### src/core/gpca_map.svh
// Constants of the GPIO pin configuration access block
// Function
// (RQ1) Activate register at 30h, resets zero
// (RQ2) Base address 60h/61h, low nibble reads zero
// (RQ3) Interrupt type 71h, reset 03h, bit1 writable
// (RQ4) Indexes 74h and 75h read 04h
// (RQ5) Pin-select register at F0h, resets zero
// (RQ6) Port field bits 6-4 codes 0-4
// (RQ7) Pin field bits 2-0 selects bit
// (RQ8) F1h reaches selected pin's own byte
// (RQ9) Reset 44h ports 0,1,4; 04h ports 2,3
// (RQ10) Bit 6 enables event debounce filter
// (RQ11) Bit 5 selects event polarity
// (RQ12) Bit 4 selects edge or level
// (RQ13) Ports 2,3 bits 6-4 read zero
// (RQ14) Routing register F2h steers pin events
// (RQ15) Bit 3 sticky lock freezes drive bits
// (RQ16) Bits 2,1,0: pull-up, push-pull, enable
// (RQ17) Routing bits: irq, smi, wake-up
// (RQ18) Reserved port code: window ignored, reads zero
`ifndef GPCA_MAP_SVH
`define GPCA_MAP_SVH

// ----------------------------------------
// Register indexes
// ----------------------------------------
`define GPCA_IDX_ACTIVATE 8'h30
`define GPCA_IDX_BASE_HIGH 8'h60
`define GPCA_IDX_BASE_LOW 8'h61
`define GPCA_IDX_IRQ_NUMBER 8'h70
`define GPCA_IDX_IRQ_TYPE 8'h71
`define GPCA_IDX_DMA_FIRST 8'h74
`define GPCA_IDX_DMA_SECOND 8'h75
`define GPCA_IDX_PIN_SELECT 8'hf0
`define GPCA_IDX_PIN_WINDOW 8'hf1
`define GPCA_IDX_ROUTING 8'hf2
`define GPCA_IDX_STATUS_P0 8'hf3
`define GPCA_IDX_STATUS_P1 8'hf4
`define GPCA_IDX_STATUS_P4 8'hf5
`define GPCA_IDX_MASK_P0 8'hf6
`define GPCA_IDX_MASK_P1 8'hf7
`define GPCA_IDX_MASK_P4 8'hf8

// ----------------------------------------
// Field positions
// ----------------------------------------
`define GPCA_CFG_DEBOUNCE 6
`define GPCA_CFG_POLARITY 5
`define GPCA_CFG_LEVEL 4
`define GPCA_CFG_LOCK 3
`define GPCA_CFG_PULLUP 2
`define GPCA_CFG_PUSHPULL 1
`define GPCA_CFG_OUTEN 0
`define GPCA_ROUTE_IRQ 0
`define GPCA_ROUTE_SMI 1
`define GPCA_ROUTE_WAKE 2
`define GPCA_ITYPE_RW_BIT 1

// ----------------------------------------
// Reset and fixed values, sizes
// ----------------------------------------
`define GPCA_CFG_RST_EVENT 8'h44
`define GPCA_CFG_RST_PLAIN 8'h04
`define GPCA_ITYPE_FIXED 8'h01
`define GPCA_ITYPE_RST_BIT 1'h1
`define GPCA_DMA_NONE 8'h04
`define GPCA_PORT_LAST 3'h4
`define GPCA_PORT_PLAIN_A 3'h2
`define GPCA_PORT_PLAIN_B 3'h3
`define GPCA_PORT3_PINS 3'h5
`define GPCA_NUM_PINS 40
`define GPCA_NUM_EVENTS 24
`define GPCA_EVENT_SPLIT 16
`define GPCA_EVENT_SHIFT 16

// ----------------------------------------
// Timing
// ----------------------------------------
`define GPCA_CLK_PERIOD_NS 50
`define GPCA_DEBOUNCE_NS 1000
`define GPCA_DEBOUNCE_CYC ((`GPCA_DEBOUNCE_NS + `GPCA_CLK_PERIOD_NS - 1) / `GPCA_CLK_PERIOD_NS)
`define GPCA_CNT_W 5

`endif

### src/core/gpca_pkg.sv
// Types of the GPIO pin configuration access block
`include "gpca_map.svh"
package gpca_pkg;

  // ----------------------------------------
  // Whole block state
  // ----------------------------------------
  typedef struct packed {
    logic activate;
    logic [7:0] base_high;
    logic [3:0] base_low_upper;
    logic [7:0] irq_number;
    logic irq_type_bit;
    logic [2:0] sel_port;
    logic [2:0] sel_pin;
    logic [2:0] routing;
    logic [`GPCA_NUM_PINS-1:0][7:0] cfg;
    logic [`GPCA_NUM_EVENTS-1:0] status;
    logic [`GPCA_NUM_EVENTS-1:0] mask;
    logic [`GPCA_NUM_EVENTS-1:0] filtered;
    logic [`GPCA_NUM_EVENTS-1:0] prev_active;
    logic [`GPCA_NUM_EVENTS-1:0][`GPCA_CNT_W-1:0] count;
    logic [7:0] rd_data;
    logic irq;
    logic smi;
    logic wake;
  } gpca_state_t;

endpackage

### src/core/gpca_pin_config.sv
// GPIO configuration-space registers, per-pin window and event routing
`timescale 1ns/1ps
`default_nettype none
`include "gpca_map.svh"
module gpca_pin_config
  import gpca_pkg::*;
(
  input wire logic core_clk_i,
  input wire logic rst_n_i,
  input wire logic [7:0] cfg_addr_i,
  input wire logic [7:0] cfg_wdata_i,
  input wire logic cfg_write_i,
  input wire logic cfg_read_i,
  input wire logic [`GPCA_NUM_PINS-1:0] pin_level_i,
  output logic [7:0] cfg_rdata_o,
  output logic function_active_o,
  output logic [15:0] base_address_o,
  output logic [7:0] irq_number_o,
  output logic irq_type_o,
  output logic [2:0] event_routing_o,
  output logic [`GPCA_NUM_PINS-1:0] pullup_en_o,
  output logic [`GPCA_NUM_PINS-1:0] push_pull_o,
  output logic [`GPCA_NUM_PINS-1:0] drive_en_o,
  output logic [`GPCA_NUM_PINS-1:0] pin_lock_o,
  output logic irq_o,
  output logic smi_o,
  output logic power_wakeup_request_o
);

  // ----------------------------------------
  // Reset release
  // ----------------------------------------
  // Async assertion, clocked release, so no flop leaves reset on a runt edge
  logic [1:0] rst_sync_reg;
  logic rst_n;

  always_ff @(posedge core_clk_i or negedge rst_n_i) begin
    if (!rst_n_i) begin
      rst_sync_reg <= 2'h0;
    end else begin
      rst_sync_reg <= {rst_sync_reg[0], 1'b1};
    end
  end

  assign rst_n = rst_sync_reg[1];

  // ----------------------------------------
  // Reset image
  // ----------------------------------------
  // Port order from the top: 4, 3, 2, 1, 0
  localparam logic [`GPCA_NUM_PINS-1:0][7:0] CFG_RESET = {
    {8{`GPCA_CFG_RST_EVENT}},
    {8{`GPCA_CFG_RST_PLAIN}},
    {8{`GPCA_CFG_RST_PLAIN}},
    {8{`GPCA_CFG_RST_EVENT}},
    {8{`GPCA_CFG_RST_EVENT}}
  }; // [RQ9]

  localparam gpca_state_t STATE_RESET = '{
    activate: 1'b0,
    base_high: 8'h00,
    base_low_upper: 4'h0,
    irq_number: 8'h00,
    irq_type_bit: `GPCA_ITYPE_RST_BIT,
    sel_port: 3'h0,
    sel_pin: 3'h0,
    routing: 3'h0,
    cfg: CFG_RESET,
    status: '0,
    mask: '0,
    filtered: '0,
    prev_active: '0,
    count: '0,
    rd_data: 8'h00,
    irq: 1'b0,
    smi: 1'b0,
    wake: 1'b0
  };

  localparam logic [`GPCA_CNT_W-1:0] DEB_LAST = `GPCA_CNT_W'(`GPCA_DEBOUNCE_CYC - 1);

  gpca_state_t state_reg;
  gpca_state_t state_next;

  // ----------------------------------------
  // Window decode
  // ----------------------------------------
  logic [5:0] sel_index;
  logic sel_valid;
  logic sel_plain;

  assign sel_index = {state_reg.sel_port, state_reg.sel_pin}; // [RQ6] [RQ7]
  // Reserved port codes and the missing upper pins of port 3 reach nothing
  assign sel_valid = (state_reg.sel_port <= `GPCA_PORT_LAST) &&
                     !((state_reg.sel_port == `GPCA_PORT_PLAIN_B) &&
                       (state_reg.sel_pin >= `GPCA_PORT3_PINS)); // [RQ18]
  assign sel_plain = (state_reg.sel_port == `GPCA_PORT_PLAIN_A) ||
                     (state_reg.sel_port == `GPCA_PORT_PLAIN_B);

  // ----------------------------------------
  // Next state
  // ----------------------------------------
  always_comb begin
    logic wr;
    logic rd;
    logic [7:0] old_cfg;
    logic [7:0] new_cfg;
    logic [`GPCA_NUM_EVENTS-1:0] ev_set;
    logic [`GPCA_NUM_EVENTS-1:0] ev_clr;
    logic [`GPCA_NUM_EVENTS-1:0] pending;
    logic [7:0] pcfg;
    logic raw;
    logic act;
    wr = cfg_write_i;
    rd = cfg_read_i;
    old_cfg = 8'h00;
    new_cfg = 8'h00;
    ev_set = '0;
    ev_clr = '0;
    pending = '0;
    pcfg = 8'h00;
    raw = 1'b0;
    act = 1'b0;
    state_next = state_reg;

    // Plain register writes
    if (wr) begin
      unique case (cfg_addr_i)
        `GPCA_IDX_ACTIVATE: state_next.activate = cfg_wdata_i[0]; // [RQ1]
        `GPCA_IDX_BASE_HIGH: state_next.base_high = cfg_wdata_i; // [RQ2]
        `GPCA_IDX_BASE_LOW: state_next.base_low_upper = cfg_wdata_i[7:4]; // [RQ2]
        `GPCA_IDX_IRQ_NUMBER: state_next.irq_number = cfg_wdata_i;
        `GPCA_IDX_IRQ_TYPE: state_next.irq_type_bit = cfg_wdata_i[`GPCA_ITYPE_RW_BIT]; // [RQ3]
        `GPCA_IDX_PIN_SELECT: begin
          state_next.sel_port = cfg_wdata_i[6:4]; // [RQ5] [RQ6]
          state_next.sel_pin = cfg_wdata_i[2:0]; // [RQ7]
        end
        `GPCA_IDX_ROUTING: state_next.routing = cfg_wdata_i[2:0]; // [RQ14] [RQ17]
        `GPCA_IDX_MASK_P0: state_next.mask[7:0] = cfg_wdata_i;
        `GPCA_IDX_MASK_P1: state_next.mask[15:8] = cfg_wdata_i;
        `GPCA_IDX_MASK_P4: state_next.mask[23:16] = cfg_wdata_i;
        default: begin
        end
      endcase
    end

    // Window write into the selected pin's own byte
    if (wr && (cfg_addr_i == `GPCA_IDX_PIN_WINDOW) && sel_valid) begin // [RQ8] [RQ18]
      old_cfg = state_reg.cfg[sel_index];
      new_cfg = cfg_wdata_i;
      new_cfg[7] = 1'b0;
      if (sel_plain) begin
        new_cfg[6:4] = 3'h0; // [RQ13]
      end
      // Lock is sticky and freezes drive settings until reset
      if (old_cfg[`GPCA_CFG_LOCK]) begin
        new_cfg[3:0] = old_cfg[3:0]; // [RQ15]
      end
      state_next.cfg[sel_index] = new_cfg; // [RQ16]
    end

    // Status read clears its byte
    if (rd) begin
      unique case (cfg_addr_i)
        `GPCA_IDX_STATUS_P0: ev_clr[7:0] = 8'hff;
        `GPCA_IDX_STATUS_P1: ev_clr[15:8] = 8'hff;
        `GPCA_IDX_STATUS_P4: ev_clr[23:16] = 8'hff;
        default: begin
        end
      endcase
    end

    // Per-pin event detection on ports 0, 1 and 4
    for (int e = 0; e < `GPCA_NUM_EVENTS; e++) begin
      if (e < `GPCA_EVENT_SPLIT) begin
        pcfg = state_reg.cfg[e];
        raw = pin_level_i[e];
      end else begin
        pcfg = state_reg.cfg[e + `GPCA_EVENT_SHIFT];
        raw = pin_level_i[e + `GPCA_EVENT_SHIFT];
      end
      if (!pcfg[`GPCA_CFG_DEBOUNCE]) begin
        state_next.filtered[e] = raw;
        state_next.count[e] = '0;
      end else if (raw == state_reg.filtered[e]) begin
        state_next.count[e] = '0;
      end else if (state_reg.count[e] == DEB_LAST) begin
        // Change passes only after staying stable the whole period
        state_next.filtered[e] = raw; // [RQ10]
        state_next.count[e] = '0;
      end else begin
        state_next.count[e] = state_reg.count[e] + `GPCA_CNT_W'(1); // [RQ10]
      end
      act = pcfg[`GPCA_CFG_POLARITY] ? state_reg.filtered[e]
                                      : !state_reg.filtered[e]; // [RQ11]
      state_next.prev_active[e] = act;
      if (pcfg[`GPCA_CFG_LEVEL]) begin
        ev_set[e] = act && state_reg.activate; // [RQ12]
      end else begin
        ev_set[e] = act && !state_reg.prev_active[e] && state_reg.activate; // [RQ12]
      end
    end

    // An event in the clearing cycle survives the clear
    state_next.status = (state_reg.status & ~ev_clr) | ev_set;

    // Routed outputs follow the unmasked sticky bits
    pending = state_next.status & state_next.mask;
    state_next.irq = state_next.activate && (|pending) &&
                     state_next.routing[`GPCA_ROUTE_IRQ]; // [RQ17]
    state_next.smi = state_next.activate && (|pending) &&
                     state_next.routing[`GPCA_ROUTE_SMI]; // [RQ17]
    state_next.wake = state_next.activate && (|pending) &&
                      state_next.routing[`GPCA_ROUTE_WAKE]; // [RQ17]

    // Read data stands only in the cycle after the strobe
    state_next.rd_data = 8'h00;
    if (rd) begin
      unique case (cfg_addr_i)
        `GPCA_IDX_ACTIVATE: state_next.rd_data = {7'h00, state_reg.activate}; // [RQ1]
        `GPCA_IDX_BASE_HIGH: state_next.rd_data = state_reg.base_high;
        `GPCA_IDX_BASE_LOW: state_next.rd_data = {state_reg.base_low_upper, 4'h0}; // [RQ2]
        `GPCA_IDX_IRQ_NUMBER: state_next.rd_data = state_reg.irq_number;
        `GPCA_IDX_IRQ_TYPE: state_next.rd_data = `GPCA_ITYPE_FIXED |
            {6'h00, state_reg.irq_type_bit, 1'b0}; // [RQ3]
        `GPCA_IDX_DMA_FIRST: state_next.rd_data = `GPCA_DMA_NONE; // [RQ4]
        `GPCA_IDX_DMA_SECOND: state_next.rd_data = `GPCA_DMA_NONE; // [RQ4]
        `GPCA_IDX_PIN_SELECT: state_next.rd_data = {1'b0, state_reg.sel_port, 1'b0,
            state_reg.sel_pin}; // [RQ5]
        `GPCA_IDX_PIN_WINDOW: state_next.rd_data = sel_valid ? state_reg.cfg[sel_index]
            : 8'h00; // [RQ8] [RQ18]
        `GPCA_IDX_ROUTING: state_next.rd_data = {5'h00, state_reg.routing}; // [RQ14]
        `GPCA_IDX_STATUS_P0: state_next.rd_data = state_reg.status[7:0];
        `GPCA_IDX_STATUS_P1: state_next.rd_data = state_reg.status[15:8];
        `GPCA_IDX_STATUS_P4: state_next.rd_data = state_reg.status[23:16];
        `GPCA_IDX_MASK_P0: state_next.rd_data = state_reg.mask[7:0];
        `GPCA_IDX_MASK_P1: state_next.rd_data = state_reg.mask[15:8];
        `GPCA_IDX_MASK_P4: state_next.rd_data = state_reg.mask[23:16];
        default: state_next.rd_data = 8'h00;
      endcase
    end
  end

  // ----------------------------------------
  // State register
  // ----------------------------------------
  always_ff @(posedge core_clk_i or negedge rst_n) begin
    if (!rst_n) begin
      state_reg <= STATE_RESET;
    end else begin
      state_reg <= state_next;
    end
  end

  // ----------------------------------------
  // Outputs
  // ----------------------------------------
  assign cfg_rdata_o = state_reg.rd_data;
  assign function_active_o = state_reg.activate;
  assign base_address_o = {state_reg.base_high, state_reg.base_low_upper, 4'h0};
  assign irq_number_o = state_reg.irq_number;
  assign irq_type_o = state_reg.irq_type_bit;
  assign event_routing_o = state_reg.routing;
  assign irq_o = state_reg.irq;
  assign smi_o = state_reg.smi;
  assign power_wakeup_request_o = state_reg.wake;

  genvar p;
  generate
    for (p = 0; p < `GPCA_NUM_PINS; p++) begin : g_pin
      assign pullup_en_o[p] = state_reg.cfg[p][`GPCA_CFG_PULLUP]; // [RQ16]
      assign push_pull_o[p] = state_reg.cfg[p][`GPCA_CFG_PUSHPULL]; // [RQ16]
      assign drive_en_o[p] = state_reg.cfg[p][`GPCA_CFG_OUTEN]; // [RQ16]
      assign pin_lock_o[p] = state_reg.cfg[p][`GPCA_CFG_LOCK]; // [RQ15]
    end
  endgenerate

endmodule
`default_nettype wire

### config.mk
export PLATFORM = sky130hd
export DESIGN_NAME = gpca_pin_config
export DESIGN_NICKNAME = d
export VERILOG_FILES = /design/src/core/gpca_pkg.sv /design/src/core/gpca_pin_config.sv
export VERILOG_INCLUDE_DIRS = /design/src /design/src/core
export SDC_FILE = /design/constraint.sdc
export NUM_CORES = 1
export LEC_CHECK = 0
export BUFFER_PORTS_ARGS = -buffer_cell sky130_fd_sc_hd__buf_2
export CORE_MARGIN = 10
export CORE_UTILIZATION = 40
export CTS_CLUSTER_DIAMETER = 30
export DETAILED_ROUTE_END_ITERATION = 10
export PLACE_DENSITY = 0.66
export SLEW_MARGIN = 20
export SYNTH_ARGS = -nofsm -noshare
export SYNTH_HDL_FRONTEND = slang
export SYNTH_SLANG_ARGS = --single-unit
### constraint.sdc
create_clock -name core_clk_i -period 16.95 [get_ports core_clk_i]
set_input_delay 4.2375 -clock core_clk_i [delete_from_list [all_inputs] [get_ports core_clk_i]]
set_output_delay 4.2375 -clock core_clk_i [all_outputs]
set_load 0.01 [all_outputs]
== Yosys cells after proc, flatten, opt, wreduce, memory -nomap -nowiden ==
Cells that the tools add are included.
Operators by class
  add/subtract/negate cells: 24
  equality and inequality tests: 114
  bitwise gates (word level): 4
  mux-type cells: 220
  reduce and logical (&&, ||, !) cells: 162
  $lt $le $gt $ge: 4
Operators by type and width (count)
  5-bit two-way mux: 72
  320-bit bitwise mux: 1
  1-bit two-way mux: 122
  5-bit by 1-bit adder with 5-bit output (second input constant): 24
  5-bit equality test (second input constant): 24
  8-bit case mux with 15 select lines: 1
  8-bit two-way mux: 12
  1-bit logical AND: 81
  8-bit equality test (second input constant): 9
  2-bit AND reduction: 29
  1-bit zero test: 49
  24-bit AND: 2
  8-bit binary-select mux with 6-bit select: 1
  8-bit demux with 6-bit select: 1
  8-bit by 7-bit equality test with 1-bit output (second input constant): 6
  24-bit two-way mux: 2
  2-bit by 1-bit != test with 1-bit output (second input constant): 24
  2-bit != test (second input constant): 24
  31-bit two-way mux: 1
  1-bit equality test: 24
  24-bit inverter: 1
  24-bit bitwise OR: 1
  24-bit OR reduction: 1
  4-bit two-way mux: 3
  other kinds (10): 13
Storage, ports and cells
  input port bits: 60
  logic and storage cells: 632
  output and inout bits: 200
  flip-flop bits (word level): 580

== Depth between registers and ports, before layout ==
  word-level depth: 10
  depth in mapped cells: 13
  depth with buffers taken out: 7

== Least setup slack after synthesis ==
No wires, ideal clock.
  kind: input to register
  from: input port cfg_addr_i[0]
  to: register state_reg, in the netlist irq_o
  data required time: 16824 ps
  path slack: 10575 ps
  setup time: 126 ps
  arrival: 6249 ps
  buffers on the path: 2
  cell stages on the path: 9
  cells stage by stage: buf_4 or2_1 or4_1 buf_2 a32o_1 and2_4 a2111oi_4 nand4_2 o311a_1
RTL lines
  from (decl): RTL line gpca_pin_config.sv:10  | input wire logic [7:0] cfg_addr_i,
  to (signal assigned): RTL line gpca_pin_config.sv:251  | state_reg <= state_next;
  to (decl): RTL line gpca_pin_config.sv:82  | gpca_state_t state_reg;

== Worst setup path after layout ==
  from: input port cfg_addr_i[2]
  to: register state_reg, in the netlist push_pull_o[35]
On the way
  word-level cells in the longest chain between the ends: 3
RTL lines
  8-bit equality test
  1-bit logical AND (2 in series): RTL line gpca_pin_config.sv:148  | if (wr && (cfg_addr_i == `GPCA_IDX_PIN_WINDOW) && sel_valid) begin
Every way passes these cells.
A chain may end at the register's enable or synchronous reset.

==> qor.yml <==
run_status:
  outcome: "complete, no violations"
worst_setup_path:
  reg2reg_to: "pullup_en_o[23]"
  crit_arrival_ps: 7550
  path_class: "primary input to flip-flop"
  r2r_cells: 8
  timing.rr.start: "sel_index[0]"
  r2r_slack_ps: 11570
  crit_fanout: 27
  endpoint_kind: "flip-flop"
  cp-start-kind: "primary input"
  crit_required_ps: 17480
clocking:
  clkTransAtPathRegs_ps: 50
  root_buffer: "clkbuf_16"
  clock_latency_ps: 630
  clock-sinks: 540
  cts_tree: "done"
  hold_buffers: 0
  htreeDepth: 3
  ctsLongestPathBuffers: 3
  post-cts-setup-buffers: 0
  cts_made_buffers: 108
  cts_resized: 0
detailed_routing:
  routed_wl_um: 82600
  drtAntennaViolNets: 0
  via_count: 19000
  wire_per_inst_um: 24.3
  drt_iter0_drc: 1814
  dr.pass1.iters: 6
  viasPerCell: 5.57
  drc: 0
timing:
  hold_viol: 0
  slew_headroom_pct: 27.4
  hold_ws_ps: 347
  rsz0062_at_grt: "no"
  fin_worst_skew_ps: 28.8
  setup_tns_ps: 0
  period_share_pct: 41.4
  layout_setup_ws_ps: 9930
  clock.fmax_mhz: 142
  tightest_slew_ps: 1080
  period_minus_slack_ps: 7020
  drv_slew: 0
  setup_viol: 0
floorplanning:
  rows: 92
  initial_core_util_pct: 40.4
  die_h_um: 272
  die_area_sq_mm: 0.0741
  io_pins: 260
  die_x_um: 272
  core_area_sq_mm: 0.0631
synth:
  synth.distinct_cells: 81
  synth_mux_area_share_pct: 7.55
  synth_simple_gate_area_share_pct: 13.7
  synthFlopType: "dfrtp_1"
  synth_edf_count: 0
  netlist_area_sq_mm: 0.0255
  ys_ff_latch: 540
  postSynthCellCount: 2410
  synth.most_common_cell: "dfrtp_1"
  synth_compound_area_share_pct: 11.8
  ys_warn_count: 0
  synthXorXnorAreaFrac_pct: 3.96
  avgSynthCellArea_sq_um: 10.6
  synth_top_family_by_area: "simple AND/OR/NAND/NOR gates"
  async_reset_ff_share_pct: 100
  yosysTopAreaCell: "dfrtp_1"
  synth-adder-area-share_pct: 1.18
  synth_common_cells: "dfrtp_1 (475), nand2_1 (389), o21ai_0 (239)"
  synth.area.top_cells: "dfrtp_1 (47%), dfstp_2 (6.7%), buf_4 (6.0%)"
  synth_top_cell_area_share_pct: 46.7
  yosysSeqAreaShare_pct: 53.4
job:
  maxCapViolations: 0
finish:
  largest_reg_flops: 336
  area_delta_synth_final_pct: 16.9
  fin_area_sq_mm: 0.0298
  post-route-util_pct: 47.2
  drive_above_1_share_pct: 25.9
  nNetsFinal: 2554
placement:
  place_ws_ps: 9490
  io_buffers: 239
  place_area_sq_mm: 0.0259
  hpwl_um: 58100
  place.gp.congestion: 0.918
grt:
  grt_pass1_vias: 19500
  antenna_found_initial: 8
  met1_usage_pct: 27.9
  grt_max_degree: 179
  grt_pass1_wl_um: 124000
  globalRouteOverflowTotal: 0
  grt_use_met3_pct: 7.12
  busiest_layer: "met2"
  grt.total_usage_pct: 21.8
  grt_util_met2_pct: 34.2
power:
  irDropWorstVdd_mv: 0.0835
  leakage_nw: 13.5
  pwr_density_cell_mw_per_mm2: 126
hold_path:
  hold_class: "flip-flop to asynchronous set/reset pin"
-- metal layers --
metal	share of wire, %	up-vias
li1	-	8323
met5	0.041	-
met2	46	964
met3	10	209
met1	40	9475
met4	3.4	6
-- cells by family after synthesis --
family	after synthesis
buffers and inverters	346
multiplexers	155
other	2
XOR/XNOR	115
AND/OR/NAND/NOR	765
AO/OA/AOI/OAI	463
adder cells (fa/ha/maj)	24
flip-flops	540
-- worst max path at each step --
stage          slack, ps  depth (start not counted)                 end            start
2_1_floorplan        900                          0  base_address_o[10]  rst_sync_reg[1]
3_3_place_gp        9530                          7      state_reg[385]    cfg_addr_i[2]
3_5_place_dp        9490                          8      drive_en_o[35]    cfg_addr_i[2]
4_1_cts            10090                          8      drive_en_o[16]    cfg_addr_i[2]
5_1_grt             9790                          8     pullup_en_o[23]    cfg_addr_i[2]
6_report            9930                          8     push_pull_o[35]    cfg_addr_i[2]
-- worst max-delay path, cell delays in order --
cell and delay, ps:
buf_2 310, nor4b_1 750, nand3_1 210, nor2_1 430
nand2_1 510, nor2_1 640, nand2_1 200, o21ai_0 240
-- stage by stage --
| step | cells | total power (W) |
|---|---|---|
| 3_3_place_gp | 3205 | 0.00157 |
| 6_report | 3407 | 0.00374 |
| 2_1_floorplan | 2413 | 0.00149 |
| 5_1_grt | 3407 | 0.00384 |
| 4_1_cts | 3405 | 0.00376 |
| 3_5_place_dp | 3205 | 0.00158 |
-- cell type report --
type                            instances  area, sq um
Multi-Input combinational cell       1527         9760
Clock buffer                          140         3020
Inverter                               23         86.3
Sequential cell                       540        13600
Antenna cell                            1         2.50
Clock inverter                         60          759
Tap cell                              846         1060
Timing Repair Buffer                  270         1470
Fill cell                            5750        33300
-- layout by cell type, fill, tap and decap left out, types with 25 or more instances in the layout --
master,n
nand2_1,389
buf_2,239
dfrtp_1,471
clkbuf_16,111
buf_4,28
o21ai_0,239
nor2_1,130
nor3_1,25
nand3_1,51
a22oi_1,45
dfstp_2,65
mux2_2,97
xnor2_1,53
and2_1,44
xor2_1,62
mux2i_1,37
a221oi_1,28
nand2b_1,52
-- report_power, final --
part	switching [W]	internal (W)	leakage (nW)	total, W
Combinational	0.000144	0.0000588	4.54	0.000202
Sequential	0.0000363	0.00132	7.14	0.00136
Clock	0.000703	0.00148	1.83	0.00218
Note: power is estimated with default switching activity, not from simulation.
